[src/shared/gpio_pkg.sv]
// constants, types and helpers shared by the byte-wide port block
`default_nettype none
package gpio_pkg;

	// register indices; the byte address on the bus is four times the index
	localparam logic [15:0] LATCH_INDEX = 16'hffd9;
	localparam logic [15:0] DIR_INDEX   = 16'hffe9;

	// the index sits in these haddr bits, the low two bits must be zero
	localparam int INDEX_LSB = 2;
	localparam int INDEX_MSB = 17;

	// reset values and the fixed read-back of the write-only register
	localparam logic [7:0] DIR_RESET      = 8'h00;
	localparam logic [7:0] LATCH_RESET    = 8'h00;
	localparam logic [7:0] DIR_READ_VALUE = 8'hff;

	// ahb-lite encodings that this slave looks at
	localparam logic [1:0] HTRANS_NONSEQ = 2'h2;
	localparam logic [1:0] HTRANS_SEQ    = 2'h3;
	localparam logic [1:0] HRESP_OKAY    = 2'h0;

	// which register an accepted transfer addresses
	typedef enum logic [1:0] {
		SEL_NONE,
		SEL_LATCH,
		SEL_DIR
	} reg_sel_t;

	// address phase held over into the data phase
	typedef struct packed {
		logic     valid;
		logic     write;
		reg_sel_t target;
	} addr_phase_t;

	// drive towards the pads: level and active-low enable per pin
	typedef struct packed {
		logic [7:0] level;
		logic [7:0] enable_n;
	} pad_drive_t;

	// read view of the shared address: pins where input, latch where output
	function automatic logic [7:0] port_view(input logic [7:0] dir,
		input logic [7:0] latch, input logic [7:0] pins);
		port_view = (dir & latch) | (~dir & pins);
	endfunction : port_view

endpackage : gpio_pkg
`default_nettype wire

[src/core/port_byte_regs.sv]
// direction and output latch registers with the pad drive they produce
`timescale 1ns/1ps
`default_nettype none
module port_byte_regs
	import gpio_pkg::*;
#(
	parameter int PORT_W = 8
) (
	input  wire logic              hclk,
	input  wire logic              hresetn,
	input  wire logic              dir_we,
	input  wire logic              latch_we,
	input  wire logic [PORT_W-1:0] wdata,
	output logic      [PORT_W-1:0] dir,
	output logic      [PORT_W-1:0] latch,
	output pad_drive_t             pads
);

	// direction register, one bit per pin
	// write sets direction
	always_ff @(posedge hclk or negedge hresetn) begin
		if (!hresetn) begin
			dir <= DIR_RESET;
		end else if (dir_we) begin
			dir <= wdata;
		end
	end

	// output latch; every bit stores, also those of input pins
	// full byte store
	always_ff @(posedge hclk or negedge hresetn) begin
		if (!hresetn) begin
			latch <= LATCH_RESET;
		end else if (latch_we) begin
			latch <= wdata;
		end
	end

	// pad drive comes straight from the two registers, no extra stage
	// latch drives outputs
	assign pads.level = latch;
	// enable low drives pin
	// input pins keep enable high, so a latch write never reaches them
	assign pads.enable_n = ~dir;

endmodule : port_byte_regs
`default_nettype wire

[src/core/byte_port.sv]
// ahb-lite slave for the byte-wide port: direction and shared latch/pin address
//
// Register access over AHB-Lite and the register addresses were decided locally.
`timescale 1ns/1ps
`default_nettype none
module byte_port
	import gpio_pkg::*;
#(
	parameter int PORT_W = 8
) (
	input  wire logic              hclk,
	input  wire logic              hresetn,
	input  wire logic              hsel,
	input  wire logic [31:0]       haddr,
	input  wire logic [1:0]        htrans,
	input  wire logic              hwrite,
	input  wire logic [2:0]        hsize,
	input  wire logic [31:0]       hwdata,
	input  wire logic              hready,
	output logic      [31:0]       hrdata,
	output logic                   hreadyout,
	output logic      [1:0]        hresp,
	input  wire logic [PORT_W-1:0] port_six_pins_in,
	output logic      [PORT_W-1:0] port_six_pins_out,
	output logic      [PORT_W-1:0] port_six_pins_oe_n
);

	// registers of the port as the sub-block keeps them
	logic [PORT_W-1:0] pin_direction_control;
	logic [PORT_W-1:0] pin_output_latch;
	pad_drive_t        pads;

	// address phase decode
	logic        transfer;
	logic        aligned;
	logic [15:0] index;
	logic        hit_latch;
	logic        hit_dir;
	reg_sel_t    next_target;
	addr_phase_t next_phase;

	// data phase state
	addr_phase_t phase;
	logic        dir_we;
	logic        latch_we;
	logic [7:0]  write_byte;

	// values a read in this address phase must see
	logic [PORT_W-1:0] eff_dir;
	logic [PORT_W-1:0] eff_latch;
	logic [7:0]        latch_view;
	logic [7:0]        next_rdata;
	logic              read_now;

	// the slave never stretches a transfer and never signals an error
	assign hreadyout = 1'b1;
	assign hresp     = HRESP_OKAY;

	// a transfer is taken when selected, active and the bus is ready
	assign transfer = hsel && hready && (htrans == HTRANS_NONSEQ || htrans == HTRANS_SEQ);
	assign aligned  = (haddr[1:0] == 2'h0);
	assign index    = haddr[INDEX_MSB:INDEX_LSB];

	assign hit_latch = aligned && (index == LATCH_INDEX);
	assign hit_dir   = aligned && (index == DIR_INDEX);

	// unmapped or misaligned addresses fall to none: read zero, write dropped
	assign next_target = hit_latch ? SEL_LATCH : (hit_dir ? SEL_DIR : SEL_NONE);

	assign next_phase.valid  = transfer;
	assign next_phase.write  = hwrite;
	assign next_phase.target = next_target;

	// keep the address phase for the data phase that follows
	always_ff @(posedge hclk or negedge hresetn) begin
		if (!hresetn) begin
			phase <= '{valid: 1'b0, write: 1'b0, target: SEL_NONE};
		end else if (hready) begin
			phase <= next_phase;
		end
	end

	// write strobes act at the edge that closes the data phase
	// only the register byte lane is kept
	// a wider write still stores just bits 7:0, the remaining lanes are lost;
	// hsize is not checked so a careless word store cannot hang the port
	assign write_byte = hwdata[7:0];
	assign dir_we     = phase.valid && phase.write && (phase.target == SEL_DIR) && hready;
	assign latch_we   = phase.valid && phase.write && (phase.target == SEL_LATCH) && hready;

	// a read taken while a write is in its data phase sees the written byte;
	// without this the read half of a bit set after a store would be stale
	// back-to-back read forwarding
	assign eff_dir   = dir_we ? write_byte : pin_direction_control;
	assign eff_latch = latch_we ? write_byte : pin_output_latch;

	// shared address read: pin level for inputs, latch for outputs
	// input bits read pins
	assign latch_view = port_view(eff_dir, eff_latch, port_six_pins_in);

	// read value chosen in the address phase, returned from a flop
	// direction reads all ones
	assign read_now   = transfer && !hwrite;
	assign next_rdata = (next_target == SEL_LATCH) ? latch_view :
		((next_target == SEL_DIR) ? DIR_READ_VALUE : 8'h00);

	// read data register; bits above the byte always read zero
	// pins are sampled at the address phase edge, so a level that changes in
	// the data phase is seen only by the next read
	always_ff @(posedge hclk or negedge hresetn) begin
		if (!hresetn) begin
			hrdata <= 32'h0000_0000;
		end else if (read_now) begin
			hrdata <= {24'h00_0000, next_rdata};
		end
	end

	// direction and latch registers with their pad drive
	port_byte_regs #(
		.PORT_W (PORT_W)
	) u_regs (
		.hclk     (hclk),
		.hresetn  (hresetn),
		.dir_we   (dir_we),
		.latch_we (latch_we),
		.wdata    (write_byte),
		.dir      (pin_direction_control),
		.latch    (pin_output_latch),
		.pads     (pads)
	);

	// pads: level from the latch, enable low where the pin is an output
	// output pins follow latch
	assign port_six_pins_out  = pads.level;
	assign port_six_pins_oe_n = pads.enable_n;

endmodule : byte_port
`default_nettype wire

[config.mk]
export PLATFORM = sky130hd
export DESIGN_NAME = byte_port
export DESIGN_NICKNAME = d
export VERILOG_FILES = /design/src/shared/gpio_pkg.sv /design/src/core/port_byte_regs.sv /design/src/core/byte_port.sv
export SDC_FILE = /design/constraint.sdc
export NUM_CORES = 1
export LEC_CHECK = 0
export BUFFER_PORTS_ARGS = -buffer_cell sky130_fd_sc_hd__buf_2
export CORE_MARGIN = 3
export CORE_UTILIZATION = 35
export CTS_BUF_LIST = sky130_fd_sc_hd__clkbuf_2 sky130_fd_sc_hd__clkbuf_4 sky130_fd_sc_hd__clkbuf_8
export CTS_CLUSTER_DIAMETER = 60
export DETAILED_ROUTE_END_ITERATION = 8
export PLACE_DENSITY = 0.78
export REMOVE_ABC_BUFFERS = 1
export SLEW_MARGIN = 0
export SYNTH_ARGS = -nofsm -noshare
export SYNTH_HDL_FRONTEND = slang
export SYNTH_SLANG_ARGS = --single-unit
[constraint.sdc]
create_clock -name hclk -period 2.8 [get_ports hclk]
set_clock_uncertainty 0.15 [all_clocks]
set_input_delay 0.14 -clock hclk [delete_from_list [all_inputs] [get_ports hclk]]
set_output_delay 0.14 -clock hclk [all_outputs]
set_load 0.02 [all_outputs]
==> impl_metrics.py, run 1 <==
metrics = {
    "synthesis": {
        "synth_mux_area_share_pct": 0.6731,
        "synth_xor_area_share_pct": 0,
        "synth_compound_area_share_pct": 27.37,
        "synth.area.top_cells": "dfrtp_1 42%, buf_4 12%, a2111o_1 5.4%, a221oi_1 4.2%, a21boi_0 3.6%",
        "synthesis.area_um2": 1673,
        "synth_cells": 180,
        "yosys.area_share.simple_pct": 12.64,
        "synth_top_area_share_pct": 41.88,
        "synth_top_family_by_area": "compound AO/OA/AOI/OAI gates",
        "yosysTopAreaCell": "dfrtp_1",
        "synth-adder-area-share_pct": 0,
        "synth-seq-cells": 28,
        "synth_area_per_cell_um2": 9.294,
        "synth.yosys.warnings": 0,
        "ys_seq_area_share_pct": 41.88,
        "ys_types": 31,
    },
    "setup_path": {
        "cp_data_arrival_time_ps": 2330,
        "cp-end-kind": "register",
        "path_class": "input pin to register",
        "rr_worst_depth": 5,
        "rrSetupSlack_ps": 710,
        "cp.required_ps": 2860,
        "endpoint": "hrdata[6]",
        "r2r-start": "phase[1]",
        "crit_path_start": "hready",
        "timing.rr.end": "hrdata[6]",
        "cp_max_fo": 24,
        "crit_path_start_kind": "input pin",
    },
    "floorplanning": {
        "io_pins": 133,
        "initial_core_util_pct": 37.39,
        "fp.dieH_um": 75.14,
        "rows": 24,
        "die_width_um": 75.14,
        "die_area_um2": 5645,
        "core_region_area_um2": 4474,
    },
    "drt": {
        "vias": 1595,
        "ant_nets": 0,
        "first_pass_iters": 4,
        "wirelength_mm": 4.373,
        "vias_per_cell": 5.247,
        "drc": 0,
        "routedWlPerCell_um": 14.38,
        "drt_iter0_drc": 93,
    },
    "clocking": {
        "clk_pin_slew_worst_paths_ps": 100,
        "insertion_delay_ps": 280,
        "max-clock-path-buffers": 2,
        "cts.sinks": 28,
        "cts_tree": "yes",
        "cts_root_buffer": "clkbuf_8",
        "htreeDepth": 1,
        "cts_buffers": 3,
    },
    "sta": {
        "report.final.slew_viol_count": 0,
        "grt_setup_unrepaired": "false",
        "tightest_slew_ps": 814.2,
        "fin_crit_sh_pct": 81.09,
        "fmax_mhz": 440.4,
        "setup_viol": 0,
        "setup_tns_ps": 0,
        "max_slew_margin_pct": 45.72,
        "hold_violations": 0,
        "period_needed_ps": 2270,
        "fin_ws_ps": 529.6,
    },
    "layout": {
        "area_delta_synth_final_pct": 26.93,
        "diodes": 0,
        "final_common_cell": "buf_2",
        "utilization_pct": 47.46,
        "nNetsFinal": 335,
        "mostFrequentLayoutCells": "63 x buf_2, 28 x dfrtp_1, 27 x conb_1",
        "final.fill_count": 454,
        "drive_gt1_share_pct": 28.57,
    },
    "global_route": {
        "antenna_found_initial": 0,
        "grt_pass1_wl_mm": 6.644,
        "grt_max_degree": 29,
        "grt_pass1_vias": 1455,
        "grt_overflow": 0,
        "grt_util_all_layers_pct": 15.48,
    },
    "power_and_ir_drop": {
        "powerDensity_nw_per_um2": 428.8,
        "power_leakage_nw": 1.106,
        "vdd_drop_max_uv": 173.6,
        "fin_total_pwr_mw": 0.9105,
    },
    "placed_design": {
        "gp_congestion": 0.7488,
        "place_hpwl_mm": 3.200,
        "pre_cts_slack_ps": 430.8,
        "port_buffers": 63,
    },
    "run": {
        "max_cap_violations": 0,
    },
    "outcome": {
        "status": "completed",
    },
    "worst_hold_path": {
        "hp-start": "haddr[6]",
        "hp-class": "input pin to register",
    },
}
## critical path, cell delays in order
cell	delay [ps]
dlygate4sd3_1	520
buf_2	180
and3_1	710
a31oi_1	220
a2111o_1	450
o22ai_1	100
## report_power, final
part	total, mW	switching, mW	internal (mW)	leakage (nW)
clock	0.256	0.130	0.126	0.0288
combinational	0.210	0.136	0.0741	0.707
sequential	0.445	0.0128	0.432	0.371
total	0.910	0.278	0.632	1.11
## worst min path at each step
stage	slack (ps)	cells past startpoint	end
5_1_grt	40	3	phase[0]
3_3_place_gp	40	1	u_regs.latch[1]
3_5_place_dp	40	1	u_regs.latch[2]
6_report	30	3	phase[0]
4_1_cts	20	3	phase[0]
2_1_floorplan	-310	0	hrdata[0]
## flip-flops by register name (all words and copies together), names as in the netlist
name,cells
hrdata,8
u_regs.dir,8
u_regs.latch,8
phase,4
## cells in the mapped netlist
cell type	instances
a41o_1	1
mux2_2	1
buf_4	27
and3_1	1
clkbuf_1	6
or4_1	1
o21ai_0	9
nand2_1	9
o22ai_1	8
nand4_1	3
nor3_1	1
nand3_1	10
conb_1	2
nor2b_1	3
a21o_1	8
inv_1	12
nand4b_1	1
buf_2	2
a221oi_1	8
nor2_1	8
and4b_1	1
a31oi_1	8
buf_1	1
dfrtp_1	28
or4b_1	1
nor4_1	1
o21ai_1	1
o31a_4	1
a2111o_1	8
nand2b_1	1
a21boi_0	8
## layer usage
layer	up-vias	share of wire (%)	track usage (%)
li1	757	-	-
met1	753	41	18.76
met2	76	50	27.66
met3	9	7.8	2.270
met4	0	1.7	5.825
met5	-	0	0
## metrics by stage
| step | instances | hold slack (ps) | area [µm²] |
|---|---|---|---|
| after floorplan | 169 | -305.6 | 1528 |
| after global placement | 286 | 44.35 | 1928 |
| after detailed placement | 286 | 43.85 | 1928 |
| after CTS | 304 | 22.68 | 2123 |
| after global routing | 304 | 43.92 | 2123 |
| final | 304 | 31.08 | 2123 |
## area by class of cell
cell class                      instances  area [µm²]  share of cell area, %
Clock buffer                            4       55.05                  2.593
Inverter                               12       45.04                  2.121
Sequential cell                        28       700.7                  33.00
Timing Repair Buffer                   79       470.5                  22.16
Tap cell                               52       65.06                  3.064
Multi-Input combinational cell        129       787.0                  37.07
## logic make-up (layout without fill, tap and decap cells)
family	count (synthesis)	after routing
AOI/OAI and AO/OA	60	60
buffers and inverters	48	95
and+or+nand+nor	41	41
DFF	28	28
other	2	27
muxes	1	1
## repair_timing
| action | CTS | global route |
|---|---|---|
| hold buffers | 14 | 0 |
| gates resized for setup | 0 | 0 |
| buffers inserted | 0 | 0 |
| endpoints found under the hold margin | 47 | 0 |
Power figures use the tool's default switching activity.
==> inputs of run 2 (changes only) <==
--- a/config.mk
+++ b/config.mk
@@ -11,7 +11,7 @@
 export CTS_BUF_LIST = sky130_fd_sc_hd__clkbuf_2 sky130_fd_sc_hd__clkbuf_4 sky130_fd_sc_hd__clkbuf_8
 export CTS_CLUSTER_DIAMETER = 60
 export DETAILED_ROUTE_END_ITERATION = 8
-export PLACE_DENSITY = 0.78
+export PLACE_DENSITY = 0.81
 export REMOVE_ABC_BUFFERS = 1
 export SLEW_MARGIN = 0
 export SYNTH_ARGS = -nofsm -noshare
==> constraint.sdc (replaced) <==
create_clock -name hclk -period 1.9 [get_ports hclk]
set_clock_uncertainty 0.15 [all_clocks]
set_input_delay 0.095 -clock hclk [delete_from_list [all_inputs] [get_ports hclk]]
set_output_delay 0.095 -clock hclk [all_outputs]
set_load 0.02 [all_outputs]
==> run 2 against run 1 <==
- first-iteration DRC count is 58% higher
- global-route usage is 0.39 points higher
- final cell count is 1.6% higher
- clock power is 85% higher
- clock-buffer cell count decreased by 1
- core utilization increased by 1.7 points
- wire length grew 2.5%
- sequential share of layout area shrank 1.1 points
- combinational power is 49% higher
- critical endpoint unchanged
- largest cell class unchanged
- highest routed layer unchanged
==> impl_metrics.py, run 2 (synthesis results as in run 1) <==
metrics = {
    "outcome": {
        "status": "completed",
    },
    "worst_hold_path": {
        "hp-start": "haddr[9]",
        "hold_path_depth": 5,
        "hp-class": "input pin to register",
        "holdPathEnd": "phase[0]",
    },
    "setup_path": {
        "timing.rr.end": "hrdata[6]",
        "cp_data_arrival_time_ps": 1840,
        "cp_max_fo": 24,
        "crit_path_start": "hready",
        "cp-end-kind": "register",
        "crit_path_start_kind": "input pin",
        "rr_worst_depth": 5,
        "r2r-start": "phase[1]",
        "path_class": "input pin to register",
        "rrSetupSlack_ps": 230,
        "cp.required_ps": 1950,
    },
    "clocking": {
        "insertion_delay_ps": 280,
        "htreeDepth": 1,
        "cts_root_buffer": "clkbuf_8",
        "cts_buffers": 3,
        "clk_pin_slew_worst_paths_ps": 100,
        "cts.sinks": 28,
        "cts_tree": "yes",
        "max-clock-path-buffers": 2,
    },
    "drt": {
        "routedWlPerCell_um": 14.50,
        "ant_nets": 0,
        "drc": 0,
        "first_pass_iters": 4,
        "wirelength_mm": 4.482,
        "vias_per_cell": 5.100,
        "drt_iter0_drc": 147,
        "vias": 1576,
    },
    "layout": {
        "final_common_cell": "buf_2",
        "diodes": 0,
        "utilization_pct": 49.16,
        "area_delta_synth_final_pct": 31.49,
        "final.fill_count": 436,
        "mostFrequentLayoutCells": "62 x buf_2, 28 x dfrtp_1, 27 x conb_1",
        "drive_gt1_share_pct": 30.35,
        "nNetsFinal": 340,
        "final_cells": 309,
        "reg.largest.list": "hrdata: 8 flops, u_regs.dir: 8 flops, u_regs.latch: 8 flops",
    },
    "placed_design": {
        "port_buffers": 63,
        "pre_cts_slack_ps": -284.7,
        "gp_congestion": 0.7932,
        "placedCellCount": 290,
        "place_hpwl_mm": 3.368,
    },
    "global_route": {
        "antenna_found_initial": 0,
        "grt_pass1_vias": 1486,
        "grt_overflow": 0,
        "grt_pass1_wl_mm": 6.886,
        "grt_util_all_layers_pct": 15.87,
        "grt_max_degree": 29,
    },
    "sta": {
        "whs_ps": 97.57,
        "setup_viol": 0,
        "fin_ws_ps": 110.6,
        "report.final.slew_viol_count": 0,
        "hold_violations": 0,
        "max_slew_margin_pct": 56.97,
        "fmax_mhz": 558.8,
        "fin_crit_sh_pct": 94.18,
        "grt_setup_unrepaired": "false",
        "setup_tns_ps": 0,
        "tightest_slew_ps": 645.4,
        "period_needed_ps": 1789,
    },
    "floorplanning": {
        "die_width_um": 75.14,
        "rows": 24,
        "core_region_area_um2": 4474,
        "io_pins": 133,
        "fp.dieH_um": 75.14,
        "die_area_um2": 5645,
        "initial_core_util_pct": 37.39,
    },
    "power_and_ir_drop": {
        "power_leakage_nw": 1.141,
        "powerDensity_nw_per_um2": 657.9,
        "vdd_drop_max_uv": 289.5,
    },
    "run": {
        "max_cap_violations": 0,
    },
}
run 2: changes by cell type in the layout (fill, tap and decap cells not counted), sizes merged:
cell and change:
buf +3, bufinv +1, dlygate4sd3 +1
run 2: routing by layer:
metal / GRT usage, % / vias up / part of all wire, %
met5: 0 / - / 0
met4: 4.660 / 0 / 0.45
met3: 3.204 / 4 / 8.3
met2: 26.40 / 61 / 49
met1: 20.91 / 745 / 42
li1: - / 766 / -
run 2: how the worst max path moves through the flow:
stage           endpoint  slack (ps)  depth (start not counted)
2_1_floorplan  hrdata[4]        -110                          4
3_3_place_gp   hrdata[2]        -220                          6
3_5_place_dp   hrdata[6]        -280                          6
4_1_cts        hrdata[4]          20                          6
5_1_grt        hrdata[0]          10                          7
6_report       hrdata[6]         110                          7
run 2: critical path: stages:
cell and delay (ps):
dlygate4sd3_1 530, clkbuf_4 190, and3_1 210, buf_12 170, a31oi_1 110, a2111o_1 410
o22ai_1 120
run 2: where the power goes:
group | switching [mW] | internal, mW | total, mW
clock | 0.191 | 0.282 | 0.473
sequential | 0.0248 | 0.637 | 0.662
combinational | 0.198 | 0.114 | 0.313
total | 0.414 | 1.03 | 1.45
run 2: timing repair:
action                                  in CTS  in global routing
hold endpoints to repair                    48                  0
setup buffers                                0                  0
resized for setup                            0                  4
endpoints found under the setup margin       0                  8
hold buffers                                15                  0
run 2: cell type report:
class | instances | area [µm²] | area share, %
clock buffer | 3 | 41.29 | 1.877
clock inverter | 1 | 30.03 | 1.365
inverter | 12 | 45.04 | 2.048
multi-input combinational | 129 | 792.0 | 36.01
sequential | 28 | 700.7 | 31.85
tap | 52 | 65.06 | 2.958
timing repair buffer | 84 | 525.5 | 23.89
run 2: through the flow:
stage	area, µm²	power [mW]
2_1_floorplan	1528	0.8334
3_3_place_gp	1966	0.9541
3_5_place_dp	1966	0.9613
4_1_cts	2187	1.458
5_1_grt	2200	1.525
6_report	2200	1.447
==> inputs of run 3 (changes only) <==
--- a/config.mk
+++ b/config.mk
@@ -11,9 +11,11 @@
 export CTS_BUF_LIST = sky130_fd_sc_hd__clkbuf_2 sky130_fd_sc_hd__clkbuf_4 sky130_fd_sc_hd__clkbuf_8
 export CTS_CLUSTER_DIAMETER = 60
 export DETAILED_ROUTE_END_ITERATION = 8
-export PLACE_DENSITY = 0.81
+export PLACE_DENSITY = 0.77
+export RECOVER_POWER = 100
 export REMOVE_ABC_BUFFERS = 1
 export SLEW_MARGIN = 0
 export SYNTH_ARGS = -nofsm -noshare
 export SYNTH_HDL_FRONTEND = slang
+export SYNTH_HIERARCHICAL = 1
 export SYNTH_SLANG_ARGS = --single-unit
==> run 3 against run 2 <==
- final cell count up 6.1%
- largest power group unchanged
- first-iteration DRC count down 63%
- worst setup slack better by 58 ps
- synthesized cell count up 4.4%
- core utilization down 4.7 points
- sequential share of layout area down 1.7 points
- wire length up 0.76%
- via count down 2.2%
- global-route usage down 1.5 points
- total power down 11%
- clock-buffer cell count unchanged
- combinational power down 33%
==> impl_metrics.py, run 3 <==
metrics = {
    "power_and_ir_drop": {
        "vdd_drop_max_uv": 338.4,
        "swShare_pct": 24.58,
        "clkPwrFrac_pct": 36.1,
        "p_comb_share_pct": 16.2,
        "seq_power_share_pct": 47.7,
        "p_switching_mw": 0.3171,
        "power_leakage_nw": 1.080,
        "powerDensity_nw_per_um2": 554.4,
        "p_int_mw": 0.9731,
    },
    "global_route": {
        "grt_util_all_layers_pct": 14.37,
        "antenna_found_initial": 0,
        "grt_pass1_vias": 1553,
        "grt_pass1_wl_mm": 7.176,
        "grt_max_degree": 29,
        "grt_overflow": 0,
    },
    "worst_hold_path": {
        "hp-class": "input pin to register",
    },
    "setup_path": {
        "cp_max_fo": 8,
        "critPathSlowestCell": "dlygate4sd3_1",
        "path_cells": "dlygate4sd3_1, buf_2, nand4b_1, nand3b_1, o211ai_1",
        "crit_path_start_kind": "input pin",
        "cp-end-kind": "register",
        "path_class": "input pin to register",
        "rrSetupSlack_ps": 210,
        "cp.required_ps": 1940,
        "cp_data_arrival_time_ps": 1770,
        "cpPeakStageDelay_ps": 540,
    },
    "layout": {
        "mostFrequentLayoutCells": "37 x buf_2, 28 x dfrtp_1, 27 x conb_1",
        "utilization_pct": 44.43,
        "area_delta_synth_final_pct": 19.31,
        "final_common_cell": "buf_2",
        "drive_gt1_share_pct": 24.03,
        "diodes": 0,
        "nNetsFinal": 341,
        "reg.largest.list": "hrdata: 8 flops, u_regs/dir: 8 flops, u_regs/latch: 8 flops",
    },
    "floorplanning": {
        "fp.dieH_um": 80.66,
        "rows": 26,
        "die_area_um2": 6505,
        "initial_core_util_pct": 37.24,
        "io_pins": 133,
        "core_region_area_um2": 5238,
        "die_width_um": 80.66,
    },
    "synthesis": {
        "ys.flop_type": "dfrtp_1",
        "ys_seq_area_share_pct": 35.92,
        "ys_async_sr_fraction_pct": 100.0,
        "synth.area.top_cells": "dfrtp_1 36%, buf_4 13%, mux2_4 12%, mux2_2 5.2%, mux2i_1 4.1%",
        "ys_types": 28,
        "synth-edff-count": 0,
        "synth_area_per_cell_um2": 10.38,
        "synthesis.area_um2": 1951,
        "synth_top_area_share_pct": 35.92,
        "synth.yosys.warnings": 6,
        "synth_cells": 188,
        "synth_commonest_cells": "35 x buf_4, 28 x dfrtp_1, 16 x mux2_4, 16 x nand2_1",
        "yosysTopAreaCell": "dfrtp_1",
        "synth-seq-cells": 28,
        "synth_most_common_cell": "buf_4",
    },
    "drt": {
        "vias": 1542,
        "first_pass_iters": 4,
        "drc": 0,
        "drt_iter0_drc": 54,
        "ant_nets": 0,
        "wirelength_mm": 4.516,
        "routedWlPerCell_um": 13.77,
        "vias_per_cell": 4.701,
    },
    "sta": {
        "setup_viol": 0,
        "max_slew_margin_pct": 53.87,
        "fmax_mhz": 577.6,
        "whs_ps": 61.80,
        "fin_crit_sh_pct": 91.12,
        "period_needed_ps": 1731,
        "report.final.slew_viol_count": 0,
        "tightest_slew_ps": 691.9,
        "grt_setup_unrepaired": "false",
        "hold_violations": 0,
    },
    "clocking": {
        "cts.sinks": 28,
        "max-clock-path-buffers": 2,
        "clk_pin_slew_worst_paths_ps": 90,
        "cts_tree": "yes",
        "insertion_delay_ps": 270,
        "cts_root_buffer": "clkbuf_8",
        "cts_buffers": 3,
        "htreeDepth": 1,
        "cts_setup_buffers": 0,
    },
    "placed_design": {
        "place_hpwl_mm": 3.305,
        "gp_congestion": 0.7478,
        "port_buffers": 63,
    },
    "outcome": {
        "status": "completed",
    },
    "run": {
        "max_cap_violations": 0,
    },
}
==> run 3: cell count changes after synthesis, sizes merged, moves of 8 or more <==
cell    before  now
a221oi       8    0
a32oi        0    8
a21o         8    0
buf         30   43
a31oi        8    0
a21boi       8    0
a2111o       8    0
nor2         8    0
mux2         1   25
o211ai       0    8
mux2i        0    8
==> run 3: power by group through the flow <==
stage,Sequential (mW),Clock (mW),Combinational [mW]
after CTS,0.616,0.481,0.216
after global placement,0.626,0,0.189
after detailed placement,0.627,0,0.192
after floorplan,0.629,0,0.105
final,0.615,0.466,0.209
after global routing,0.618,0.511,0.229
==> run 3: logic make-up after synthesis <==
kind of cell | count (synthesis) | share of synthesized area, %
AND/OR/NAND/NOR | 43 | 13.79
multiplexers | 33 | 21.62
buffers and inverters | 55 | 18.28
other | 2 | 0.3850
AO/OA/AOI/OAI | 27 | 10.01
flip-flops | 28 | 35.92
==> run 3: cell type report <==
class	count	area, µm²
fillers	531	2910
multi-input cells	130	928.4
flip-flops and latches	28	700.7
repair buffers	84	494.2
well taps	70	87.58
inverters	12	45.04
clock buffers	3	41.29
clock inverters	1	30.03
==> run 3: timing repair <==
item                       in CTS  in global routing
hold buffers                   16                  0
gates resized for setup         0                  1
setup endpoints to repair       0                  8
hold endpoints to repair       48                  0
==> run 3: final timing paths <==
kind	startpoint	end	cells after the start
worst max-delay path	hwrite	hrdata[3]	5
worst min-delay path	haddr[7]	phase[1]	4
worst max register to register	phase[3]	u_regs/dir[4]	5
worst min register to register	phase[2]	phase[2]	1
max in group asynchronous	hresetn	hrdata[1]	2
min in group asynchronous	hresetn	u_regs/dir[7]	2
==> run 3: critical path, delay by kind of cell <==
kind / cells / cell delay [ps]
compound gates: 1 / 280
simple gates: 2 / 730
buf+inv: 2 / 670
==> run 3: metrics by stage <==
step	setup slack [ps]	total power, mW	cell area (µm²)	setup TNS, ps	cells
2_1_floorplan	-70.21	0.7341	1733	-561.7	170
3_3_place_gp	87.24	0.8150	2186	0	308
3_5_place_dp	41.74	0.8197	2186	0	308
4_1_cts	23.56	1.313	2417	0	328
5_1_grt	58.27	1.358	2327	0	328
6_report	168.7	1.290	2327	0	328
==> run 3: routing by layer <==
metal | vias to the layer above | wire [µm] | global-route usage, % | part of all wire [%]
met5 | - | 0 | 0 | 0
met3 | 4 | 381 | 3.924 | 8.4
met2 | 74 | 2191 | 26.24 | 49
li1 | 744 | - | - | -
met1 | 720 | 1909 | 16.77 | 42
met4 | 0 | 34 | 2.703 | 0.75
